File: config.mk
export PLATFORM = sky130hd
export DESIGN_NAME = iqn_regs
export DESIGN_NICKNAME = d
export VERILOG_FILES = /design/src/hw/iqn_pkg.sv /design/src/hw/iqn_regs.sv
export SDC_FILE = /design/constraint.sdc
export NUM_CORES = 1
export LEC_CHECK = 0
export BUFFER_PORTS_ARGS = -buffer_cell sky130_fd_sc_hd__buf_2
export CAP_MARGIN = 20
export CORE_MARGIN = 3
export CORE_UTILIZATION = 63
export CTS_BUF_LIST = sky130_fd_sc_hd__clkbuf_4
export DETAILED_ROUTE_END_ITERATION = 12
export PLACE_DENSITY = 0.83
export SLEW_MARGIN = 30
export SYNTH_ARGS = -nofsm -noshare
export SYNTH_HDL_FRONTEND = slang
export SYNTH_SLANG_ARGS = --single-unit
File: constraint.sdc
create_clock -name hclk -period 9.45 [get_ports hclk]
set_clock_uncertainty 0.1 [all_clocks]
set_input_delay 0.4725 -clock hclk [delete_from_list [all_inputs] [get_ports hclk]]
set_output_delay 0.4725 -clock hclk [all_outputs]
set_load 0.005 [all_outputs]
File: src/hw/iqn_pkg.sv
// What this block does
// - CD phase word is 12-bit two's complement, span -0.5 to under +0.5, resets zero.
// - Active CD phase word times D sample is added into the C sample.
// - CD phase write with correction sync enabled loads CD gain, offset, phase together.
// - CD gain and offset staging writes alone leave active CD correction unchanged.
// - Bits 15 to 12 of the CD phase register are reserved and read zero.
// - AB phase offset adds to upper AB accumulator half; sum addresses the tables.
// - CD phase offset adds to upper CD accumulator half; sum addresses the tables.
// - AB offset write with mixer sync enabled loads AB offset and frequency together.
// - AB frequency staging writes alone leave the active AB mixer unchanged.
// - CD offset write with mixer sync enabled loads CD offset and frequency together.
// - CD frequency staging writes alone leave the active CD mixer unchanged.
// - CD phase register and both offset registers reset to all zeros.
// - Frequency words are 32-bit two's complement, low half then high half register.
package iqn_pkg;

  // Register indices; byte address is four times the index
  localparam logic [5:0] IDX_CD_STAGE_A    = 6'h0E;
  localparam logic [5:0] IDX_CD_STAGE_B    = 6'h0F;
  localparam logic [5:0] IDX_CD_PHASE      = 6'h11;
  localparam logic [5:0] IDX_AB_SHIFT      = 6'h12;
  localparam logic [5:0] IDX_CD_SHIFT      = 6'h13;
  localparam logic [5:0] IDX_AB_FREQ_LO    = 6'h14;
  localparam logic [5:0] IDX_AB_FREQ_HI    = 6'h15;
  localparam logic [5:0] IDX_CD_FREQ_LO    = 6'h16;
  localparam logic [5:0] IDX_CD_FREQ_HI    = 6'h17;
  localparam logic [5:0] IDX_CORR_SYNC_EN  = 6'h1E;
  localparam logic [5:0] IDX_MIX_SYNC_EN   = 6'h1F;
  localparam logic [5:0] IDX_ACT_CD_PHASE  = 6'h20;
  localparam logic [5:0] IDX_AB_LUT_STATUS = 6'h21;

  // Field layout
  localparam int         PHASE_W       = 12;
  localparam int         SYNC_EN_BIT   = 0;
  localparam int         PHASE_FRAC    = 12;

  // Reset values
  localparam logic [15:0] RST_ZERO     = 16'h0000;
  localparam logic [15:0] RST_STAGE    = 16'h0400;
  localparam logic [11:0] RST_PHASE    = 12'h000;

  // Bus encodings
  localparam logic [1:0]  HTRANS_NONSEQ = 2'h2;
  localparam logic        HRESP_OKAY    = 1'h0;

endpackage : iqn_pkg

File: src/hw/iqn_regs.sv
// Our own choice: the AHB-Lite register port.
`timescale 1ns/1ps
`default_nettype none
module iqn_regs #(
  parameter int SAMPLE_W = 16,
  parameter int ADDR_W   = 8
) (
  // Clock and reset
  input  wire logic                hclk,
  input  wire logic                hresetn,
  // AHB-Lite slave
  input  wire logic                hsel,
  input  wire logic [ADDR_W-1:0]   haddr,
  input  wire logic [1:0]          htrans,
  input  wire logic                hwrite,
  input  wire logic [2:0]          hsize,
  input  wire logic [31:0]         hwdata,
  input  wire logic                hready,
  output logic      [31:0]         hrdata,
  output logic                     hreadyout,
  output logic                     hresp,
  // CD sample path
  input  wire logic [SAMPLE_W-1:0] c_sample,
  input  wire logic [SAMPLE_W-1:0] d_sample,
  output logic      [SAMPLE_W-1:0] c_corrected,
  output logic      [SAMPLE_W-1:0] d_delayed,
  // Active CD gain and offset words for the correction datapath
  output logic      [15:0]         cd_gain_offset_a_active,
  output logic      [15:0]         cd_gain_offset_b_active,
  // Oscillator table addresses
  output logic      [15:0]         ab_lut_addr,
  output logic      [15:0]         cd_lut_addr
);

  generate
    if (SAMPLE_W < 2 || SAMPLE_W > 32) begin : g_bad_sample_w
      $error("iqn_regs: SAMPLE_W must lie between 2 and 32");
    end
    if (ADDR_W < 8 || ADDR_W > 32) begin : g_bad_addr_w
      $error("iqn_regs: ADDR_W must lie between 8 and 32");
    end
  endgenerate

  typedef enum logic [1:0] {
    IQN_IDLE,
    IQN_WRITE,
    IQN_READ_WAIT,
    IQN_READ_DONE
  } iqn_bus_e;

  iqn_bus_e            bus_state;
  logic [ADDR_W-1:0]   dp_addr;
  logic                addr_take;
  logic                wr_commit;
  logic [5:0]          wr_idx;
  logic                idx_ok;
  logic [15:0]         wdat;

  // Staging copies and auto-sync enables
  logic [15:0]         cd_stage_a;
  logic [15:0]         cd_stage_b;
  logic [11:0]         cd_phase_stage;
  logic [15:0]         ab_shift_stage;
  logic [15:0]         cd_shift_stage;
  logic [31:0]         ab_freq_stage;
  logic [31:0]         cd_freq_stage;
  logic                corr_sync_en;
  logic                mix_sync_en;

  // Active copies
  logic [11:0]         cd_phase_active;

  logic                corr_sync;
  logic                ab_mix_sync;
  logic                cd_mix_sync;

  // Oscillator channels: index 0 is AB, index 1 is CD
  localparam int       NUM_OSC = 2;
  logic [NUM_OSC-1:0]  mix_sync;

  // Bus front end
  assign addr_take = hsel && hready && (htrans == iqn_pkg::HTRANS_NONSEQ || htrans == 2'h3);
  assign hresp     = iqn_pkg::HRESP_OKAY;
  assign hreadyout = (bus_state != IQN_READ_WAIT);

  // Reads get one wait state so a write in the preceding data phase is already visible
  always_ff @(posedge hclk or negedge hresetn) begin
    if (!hresetn) begin
      bus_state <= IQN_IDLE;
    end else begin
      case (bus_state)
        IQN_READ_WAIT: begin
          bus_state <= IQN_READ_DONE;
        end
        IQN_IDLE, IQN_WRITE, IQN_READ_DONE: begin
          if (addr_take) begin
            bus_state <= hwrite ? IQN_WRITE : IQN_READ_WAIT;
          end else begin
            bus_state <= IQN_IDLE;
          end
        end
        default: begin
          bus_state <= IQN_IDLE;
        end
      endcase
    end
  end

  // Data-phase address; a stalled read data phase accepts no new address
  always_ff @(posedge hclk or negedge hresetn) begin
    if (!hresetn) begin
      dp_addr <= '0;
    end else if (addr_take && (bus_state != IQN_READ_WAIT)) begin
      dp_addr <= haddr;
    end
  end

  assign idx_ok    = (dp_addr[1:0] == 2'h0) && (dp_addr[ADDR_W-1:2] < 64);
  assign wr_idx    = dp_addr[7:2];
  assign wr_commit = (bus_state == IQN_WRITE) && idx_ok;
  assign wdat      = hwdata[15:0];

  // Only the trigger register raises a load; staging writes alone never do
  assign corr_sync   = wr_commit && (wr_idx == iqn_pkg::IDX_CD_PHASE) && corr_sync_en;
  assign ab_mix_sync = wr_commit && (wr_idx == iqn_pkg::IDX_AB_SHIFT) && mix_sync_en;
  assign cd_mix_sync = wr_commit && (wr_idx == iqn_pkg::IDX_CD_SHIFT) && mix_sync_en;

  // Auto-sync enables, bit 0 of each enable register
  always_ff @(posedge hclk or negedge hresetn) begin
    if (!hresetn) begin
      corr_sync_en <= 1'b0;
      mix_sync_en  <= 1'b0;
    end else if (wr_commit) begin
      if (wr_idx == iqn_pkg::IDX_CORR_SYNC_EN) begin
        corr_sync_en <= wdat[iqn_pkg::SYNC_EN_BIT];
      end
      if (wr_idx == iqn_pkg::IDX_MIX_SYNC_EN) begin
        mix_sync_en <= wdat[iqn_pkg::SYNC_EN_BIT];
      end
    end
  end

  // CD correction staging keeps the last written value
  always_ff @(posedge hclk or negedge hresetn) begin
    if (!hresetn) begin
      cd_stage_a     <= iqn_pkg::RST_STAGE;
      cd_stage_b     <= iqn_pkg::RST_STAGE;
      cd_phase_stage <= iqn_pkg::RST_PHASE;
    end else if (wr_commit) begin
      case (wr_idx)
        iqn_pkg::IDX_CD_STAGE_A: cd_stage_a     <= wdat;
        iqn_pkg::IDX_CD_STAGE_B: cd_stage_b     <= wdat;
        iqn_pkg::IDX_CD_PHASE:   cd_phase_stage <= wdat[iqn_pkg::PHASE_W-1:0];
        default: begin
        end
      endcase
    end
  end

  // Mixer staging: phase shifts and both halves of each frequency word
  always_ff @(posedge hclk or negedge hresetn) begin
    if (!hresetn) begin
      ab_shift_stage <= iqn_pkg::RST_ZERO;
      cd_shift_stage <= iqn_pkg::RST_ZERO;
      ab_freq_stage  <= {iqn_pkg::RST_ZERO, iqn_pkg::RST_ZERO};
      cd_freq_stage  <= {iqn_pkg::RST_ZERO, iqn_pkg::RST_ZERO};
    end else if (wr_commit) begin
      case (wr_idx)
        iqn_pkg::IDX_AB_SHIFT:   ab_shift_stage       <= wdat;
        iqn_pkg::IDX_CD_SHIFT:   cd_shift_stage       <= wdat;
        iqn_pkg::IDX_AB_FREQ_LO: ab_freq_stage[15:0]  <= wdat;
        iqn_pkg::IDX_AB_FREQ_HI: ab_freq_stage[31:16] <= wdat;
        iqn_pkg::IDX_CD_FREQ_LO: cd_freq_stage[15:0]  <= wdat;
        iqn_pkg::IDX_CD_FREQ_HI: cd_freq_stage[31:16] <= wdat;
        default: begin
        end
      endcase
    end
  end

  // Active CD correction set; the phase word comes straight from the bus so the
  // value being written is the one loaded, not the previous staging copy
  always_ff @(posedge hclk or negedge hresetn) begin
    if (!hresetn) begin
      cd_phase_active         <= iqn_pkg::RST_PHASE;
      cd_gain_offset_a_active <= iqn_pkg::RST_STAGE;
      cd_gain_offset_b_active <= iqn_pkg::RST_STAGE;
    end else if (corr_sync) begin
      cd_phase_active         <= wdat[iqn_pkg::PHASE_W-1:0];
      cd_gain_offset_a_active <= cd_stage_a;
      cd_gain_offset_b_active <= cd_stage_b;
    end
  end

  assign mix_sync = {cd_mix_sync, ab_mix_sync};

  // One oscillator per channel; the accumulator keeps running across a load so
  // the phase stays continuous, at the cost of no phase reset on retune
  for (genvar ch = 0; ch < NUM_OSC; ch++) begin : g_osc
    logic [31:0] freq_in;
    logic [15:0] shift_active;
    logic [31:0] freq_active;
    logic [31:0] acc;
    logic [15:0] lut_q;

    assign freq_in = (ch == 0) ? ab_freq_stage : cd_freq_stage;

    // Shift comes straight from the bus, frequency from the staged pair
    always_ff @(posedge hclk or negedge hresetn) begin
      if (!hresetn) begin
        shift_active <= iqn_pkg::RST_ZERO;
        freq_active  <= {iqn_pkg::RST_ZERO, iqn_pkg::RST_ZERO};
      end else if (mix_sync[ch]) begin
        shift_active <= wdat;
        freq_active  <= freq_in;
      end
    end

    always_ff @(posedge hclk or negedge hresetn) begin
      if (!hresetn) begin
        acc <= '0;
      end else begin
        acc <= acc + freq_active;
      end
    end

    always_ff @(posedge hclk or negedge hresetn) begin
      if (!hresetn) begin
        lut_q <= '0;
      end else begin
        lut_q <= acc[31:16] + shift_active;
      end
    end
  end

  assign ab_lut_addr = g_osc[0].lut_q;
  assign cd_lut_addr = g_osc[1].lut_q;

  // Phase correction: word scaled by 2^-12, product added into C with saturation
  logic signed [SAMPLE_W+iqn_pkg::PHASE_W-1:0] corr_prod;
  logic signed [SAMPLE_W-1:0]                  corr_term;
  logic signed [SAMPLE_W:0]                    corr_sum;
  logic signed [SAMPLE_W:0]                    sat_max;
  logic signed [SAMPLE_W:0]                    sat_min;

  assign corr_prod = $signed(cd_phase_active) * $signed(d_sample);
  assign corr_term = SAMPLE_W'(corr_prod >>> iqn_pkg::PHASE_FRAC);
  assign corr_sum  = (SAMPLE_W+1)'($signed(c_sample)) + (SAMPLE_W+1)'(corr_term);
  assign sat_max   = (SAMPLE_W+1)'({2'b00, {(SAMPLE_W-1){1'b1}}});
  assign sat_min   = (SAMPLE_W+1)'({2'b11, {(SAMPLE_W-1){1'b0}}});

  logic [SAMPLE_W-1:0]                         next_c_corrected;

  // Saturating rather than wrapping keeps a large correction from flipping the sign
  always_comb begin
    if (corr_sum > sat_max) begin
      next_c_corrected = sat_max[SAMPLE_W-1:0];
    end else if (corr_sum < sat_min) begin
      next_c_corrected = sat_min[SAMPLE_W-1:0];
    end else begin
      next_c_corrected = corr_sum[SAMPLE_W-1:0];
    end
  end

  always_ff @(posedge hclk or negedge hresetn) begin
    if (!hresetn) begin
      c_corrected <= '0;
    end else begin
      c_corrected <= next_c_corrected;
    end
  end

  // D leaves with the same one-cycle latency as corrected C so the pair stays aligned
  always_ff @(posedge hclk or negedge hresetn) begin
    if (!hresetn) begin
      d_delayed <= '0;
    end else begin
      d_delayed <= d_sample;
    end
  end

  // Read path
  function automatic logic [15:0] read_reg(input logic [5:0] idx);
    logic [15:0] v;
    v = 16'h0000;
    case (idx)
      iqn_pkg::IDX_CD_STAGE_A:    v = cd_stage_a;
      iqn_pkg::IDX_CD_STAGE_B:    v = cd_stage_b;
      iqn_pkg::IDX_CD_PHASE:      v = {4'h0, cd_phase_stage};
      iqn_pkg::IDX_AB_SHIFT:      v = ab_shift_stage;
      iqn_pkg::IDX_CD_SHIFT:      v = cd_shift_stage;
      iqn_pkg::IDX_AB_FREQ_LO:    v = ab_freq_stage[15:0];
      iqn_pkg::IDX_AB_FREQ_HI:    v = ab_freq_stage[31:16];
      iqn_pkg::IDX_CD_FREQ_LO:    v = cd_freq_stage[15:0];
      iqn_pkg::IDX_CD_FREQ_HI:    v = cd_freq_stage[31:16];
      iqn_pkg::IDX_CORR_SYNC_EN:  v = {15'h0000, corr_sync_en};
      iqn_pkg::IDX_MIX_SYNC_EN:   v = {15'h0000, mix_sync_en};
      iqn_pkg::IDX_ACT_CD_PHASE:  v = {4'h0, cd_phase_active};
      iqn_pkg::IDX_AB_LUT_STATUS: v = ab_lut_addr;
      default:                    v = 16'h0000;
    endcase
    return v;
  endfunction : read_reg

  always_ff @(posedge hclk or negedge hresetn) begin
    if (!hresetn) begin
      hrdata <= '0;
    end else if (bus_state == IQN_READ_WAIT) begin
      hrdata <= idx_ok ? {16'h0000, read_reg(wr_idx)} : 32'h0000_0000;
    end
  end

  // hsize is not decoded: every access is treated as a whole word
  logic unused_ok;
  assign unused_ok = &{1'b0, hsize};

endmodule : iqn_regs
`default_nettype wire

==> results.txt <==
The maximum cell stage delay along the critical path is 900 ps. The number of unique standard cell types used by synthesis came out at 82. The height of the die came out at 215 um. The post-place instance area came out at 28,800 um^2. Measured against the total synthesized area, the mux share comes to 0.128. The portion of the clock cycle consumed by the worst path in the final layout is 0.898. The routed wire length per instance came out at 21.0 um. The number of hold violations in the final report came out at 0. The path depth of the worst reg2reg path came out at 28.

The share of the synthesized area in compound gates (AO/OA/AOI/OAI) is 0.0936. The detailed router's first-iteration violation count is 1,661. The synthesis warning total is 0. The initial antenna violation count is 4. For this run, the register share of the synthesized area comes to 0.397. After global routing the overflow that remains totals 0.

After routing, the total negative slack on setup checks comes to 0 ps. The synthesized design contains 436 register bits. Ranked by total cell area, the synthesized netlist is headed by sky130_fd_sc_hd__dfrtp_1 39%, sky130_fd_sc_hd__fa_1 13%, sky130_fd_sc_hd__mux2_2 12%, sky130_fd_sc_hd__ha_1 7.5%, sky130_fd_sc_hd__inv_1 3.4%. The area enclosed by the die boundary came out at 46,100 um^2.

The fraction of final layout cells with drive strength greater than 1 came out at 0.250. The static leakage power is 15.5 nW. TritonCTS built the clock tree. The worst-case headroom to the max-slew limit is 0.311. The xor/xnor cell area share of the yosys netlist is 0.0354. The critical path in this run is classified as reg2reg. For this block, the routed nets add up to 70.4 mm of wire. The overall fraction of global-route tracks in use is 0.310.

The vias per cell is 6.00. IR analysis of the VDD net gives a maximum drop of 0.000954 V. The required time of the worst setup path came out at 10,070 ps. The top-area cell type share of the netlist area is 0.394. sky130_fd_sc_hd__dfrtp_1 is the most common cell in the netlist. Clock-pin slew was measured on the worst setup and hold paths at 70 ps. The count of antenna-violating nets left after detailed routing is 0. In the synthesized netlist the dominant register cell turns out to be sky130_fd_sc_hd__dfrtp_1.

The first global-routing pass estimated 114 mm of wire. The count of vias placed by the detailed router is 20,100. Max-cap violations in this run came to 0.

In the synthesized netlist, the cells that appear most often are 432 x sky130_fd_sc_hd__dfrtp_1, 289 x sky130_fd_sc_hd__mux2_2, 247 x sky130_fd_sc_hd__inv_1, 200 x sky130_fd_sc_hd__nand2_1, 181 x sky130_fd_sc_hd__fa_1. For the worst-skew pair, the clock arrives at the later sink with an insertion delay of 890 ps. The wire length on met1 is 27.6 mm. The fraction of the mapped netlist area in adder cells came out at 0.207. The DRC violation count after routing is 0. In this run the standard cell core region covers 42,500 um^2.

Setup repair after global routing left no endpoint under its margin. The power per standard cell area is 353 nW/um^2. The path with the worst hold slack has its endpoint at c_corrected[2]. Among the stages of the critical path, the cell type that occurs most often is sky130_fd_sc_hd__fa_1. The critical path starts at cd_phase_active[5]. The H-tree was split into 3 levels. The signed area change from the synthesized netlist to the final layout is 12.1%. The count of pins on the block boundary is 212. The smallest clock period supported by the final layout is computed as 8480 ps. The effective utilization at floorplan came out at 0.646. Counting instances, the worst hold path has a depth of 4.

The worst setup path is launched from a register. The HPWL reported at the end of detailed placement is 49.6 mm. The number of port buffers came out at 174. The startpoint of the lowest-slack hold path is c_sample[2]. The finished cells cover 30,800 um^2. The number of slew-limit violations in the final report is 0. The wire length on met3 came out at 5.64 mm. Of the total synthesized cell area, the portion taken by AND, OR, NAND and NOR gates is 0.0840. The slowest stage of the critical path is the sky130_fd_sc_hd__dfrtp_1 cell. Entering global routing, the biggest net connects 89 pins. In this run the worst path has a maximum fanout of 18. By area, the combinational part of the netlist is dominated by adder cells. The cell at the root of the clock tree is sky130_fd_sc_hd__clkbuf_4. The synthesized design spends more area on one cell type than any other, namely sky130_fd_sc_hd__dfrtp_1. The flow ran to the end, and the final reports show no timing, DRC or antenna violations. The data arrival time of the critical path is 9100 ps. The highest metal layer carrying signal wires in the routed design is met4. The count of clock tree sinks is 436. The number of buffers between clock root and the deepest sink came out at 3. Clock tree synthesis inserted a total of 110 buffers. The number of setup buffers added after CTS is 0. The number of enable-type register cells in the synthesized netlist is 0. The congestion estimate from routability-driven global placement came to 0.914. The x dimension of the die came out at 215 um. The startpoint of the worst register-to-register path is cd_phase_active[5]. The highest attainable clock frequency is 0.118 GHz. The final net count is 3,125. STA classifies the critical path endpoint as a register. The number of placement rows came out at 75. The met2 wirelength from detailed routing is 34.3 mm. After synthesis the cells add up to 27,500 um^2. The worst hold path belongs to the class in2reg. In this run the critical register-to-register path is captured at c_corrected[9]. The mean area per synthesized cell came out at 11.2 um^2. For flop-to-flop paths, the worst setup slack is 970 ps. The final setup violation count came out at 0. Counting every instance in the synthesized netlist gives 2,443. The number of global-route vias before repair is 21,700.

The first detailed-routing pass ran for 6 iterations. The transition at the pin with the smallest max-transition slack came out at 1030 ps. The share of flip-flops with an asynchronous set or reset is 1.00.
## stage by stage
step                      hold slack [ps]  power, mW  utilization  setup slack (ps)  std cells
after floorplan                      76.9       7.69            -              2160       2459
after global placement                353       8.73        0.677              1370       3109
after detailed placement              361       9.06        0.677              1110       3109
after CTS                            5.96       10.8        0.723              1020       3351
after global routing                 12.0       11.9        0.724               464       3357
final                                52.0       10.9        0.724               967       3360
## repair_timing
item / in CTS / in global routing
hold buffers: 51 / 0
endpoints found under the hold margin: 270 / 0
gates resized for setup: 0 / 0
## kinds of logic (layout without fill, tap and decap cells)
group / count (synthesis) / in the layout
xor+xnor: 111 / 111
flops: 436 / 436
buf+inv: 368 / 685
compound gates: 375 / 375
simple gates: 490 / 490
other cells: 1 / 24
mux: 315 / 315
fa+ha+maj: 347 / 347
## placed cells by master (no fill, tap or decap), types with 13 or more instances in the layout
cell                            count
sky130_fd_sc_hd__dfrtp_1          431
sky130_fd_sc_hd__mux2_2           289
sky130_fd_sc_hd__inv_1            247
sky130_fd_sc_hd__nand2_1          199
sky130_fd_sc_hd__fa_1             181
sky130_fd_sc_hd__buf_2            173
sky130_fd_sc_hd__ha_1             165
sky130_fd_sc_hd__clkbuf_4         159
sky130_fd_sc_hd__nor2_1            95
sky130_fd_sc_hd__xnor2_1           90
sky130_fd_sc_hd__a21oi_1           81
sky130_fd_sc_hd__o21ai_0           75
sky130_fd_sc_hd__and2_1            54
sky130_fd_sc_hd__dlygate4sd3_1     51
sky130_fd_sc_hd__a21o_1            45
sky130_fd_sc_hd__nor3_1            28
sky130_fd_sc_hd__mux2i_1           26
sky130_fd_sc_hd__nand3_1           24
sky130_fd_sc_hd__a221oi_1          24
sky130_fd_sc_hd__xor2_1            21
sky130_fd_sc_hd__a211oi_1          18
sky130_fd_sc_hd__clkinv_1          18
sky130_fd_sc_hd__buf_4             18
sky130_fd_sc_hd__conb_1            17
sky130_fd_sc_hd__nand2b_1          15
sky130_fd_sc_hd__o21a_1            15
sky130_fd_sc_hd__a222oi_1          14
sky130_fd_sc_hd__nor2b_1           13
## worst max-delay path by stage
stage,endpoint,slack (ps),cells past startpoint
final,c_corrected[9],970,28
after floorplan,c_corrected[11],2160,31
after global routing,c_corrected[9],460,28
after detailed placement,c_corrected[2],1110,28
after global placement,c_corrected[9],1370,28
after CTS,c_corrected[9],1020,28
## registers in the layout (all words and copies together) (netlist names), 32 cells and up
name,flops
g_osc.acc,64
ab_freq_stage,32
g_osc.shift_active,32
g_osc.freq_active,64
cd_freq_stage,32
## worst max-delay path: cells and delay by family, from the launching register on
kind                       cells  cell delay, ps
AOI/OAI and AO/OA             11            2700
xor gates and xnor gates       1             140
adders and majority gates      7            2960
buffers and inverters          3             150
DFF                            1             900
and+or+nand+nor                6            1350
## final cells by class
cell class / instances / area [um^2]
multi-input combinational: 1655 / 15200
fill: 2803 / 11700
sequential: 436 / 10900
timing repair buffer: 247 / 1580
clock buffer: 159 / 1190
inverter: 247 / 927
tap: 577 / 722
clock inverter: 32 / 258
antenna: 7 / 17.5
## power by group
| part | switching, mW | internal, mW |
|---|---|---|
| Sequential | 0.139 | 2.14 |
| Combinational | 3.97 | 2.93 |
| Clock | 0.807 | 0.884 |
| Total | 4.91 | 5.95 |
## layer usage
| layer | vias up | GRT usage |
|---|---|---|
| met5 | - | 0 |
| met4 | 0 | 0.137 |
| met3 | 222 | 0.0733 |
| met2 | 915 | 0.518 |
| met1 | 10100 | 0.387 |
| li1 | 8875 | - |
No activity file was read; power rests on OpenSTA's default activity.
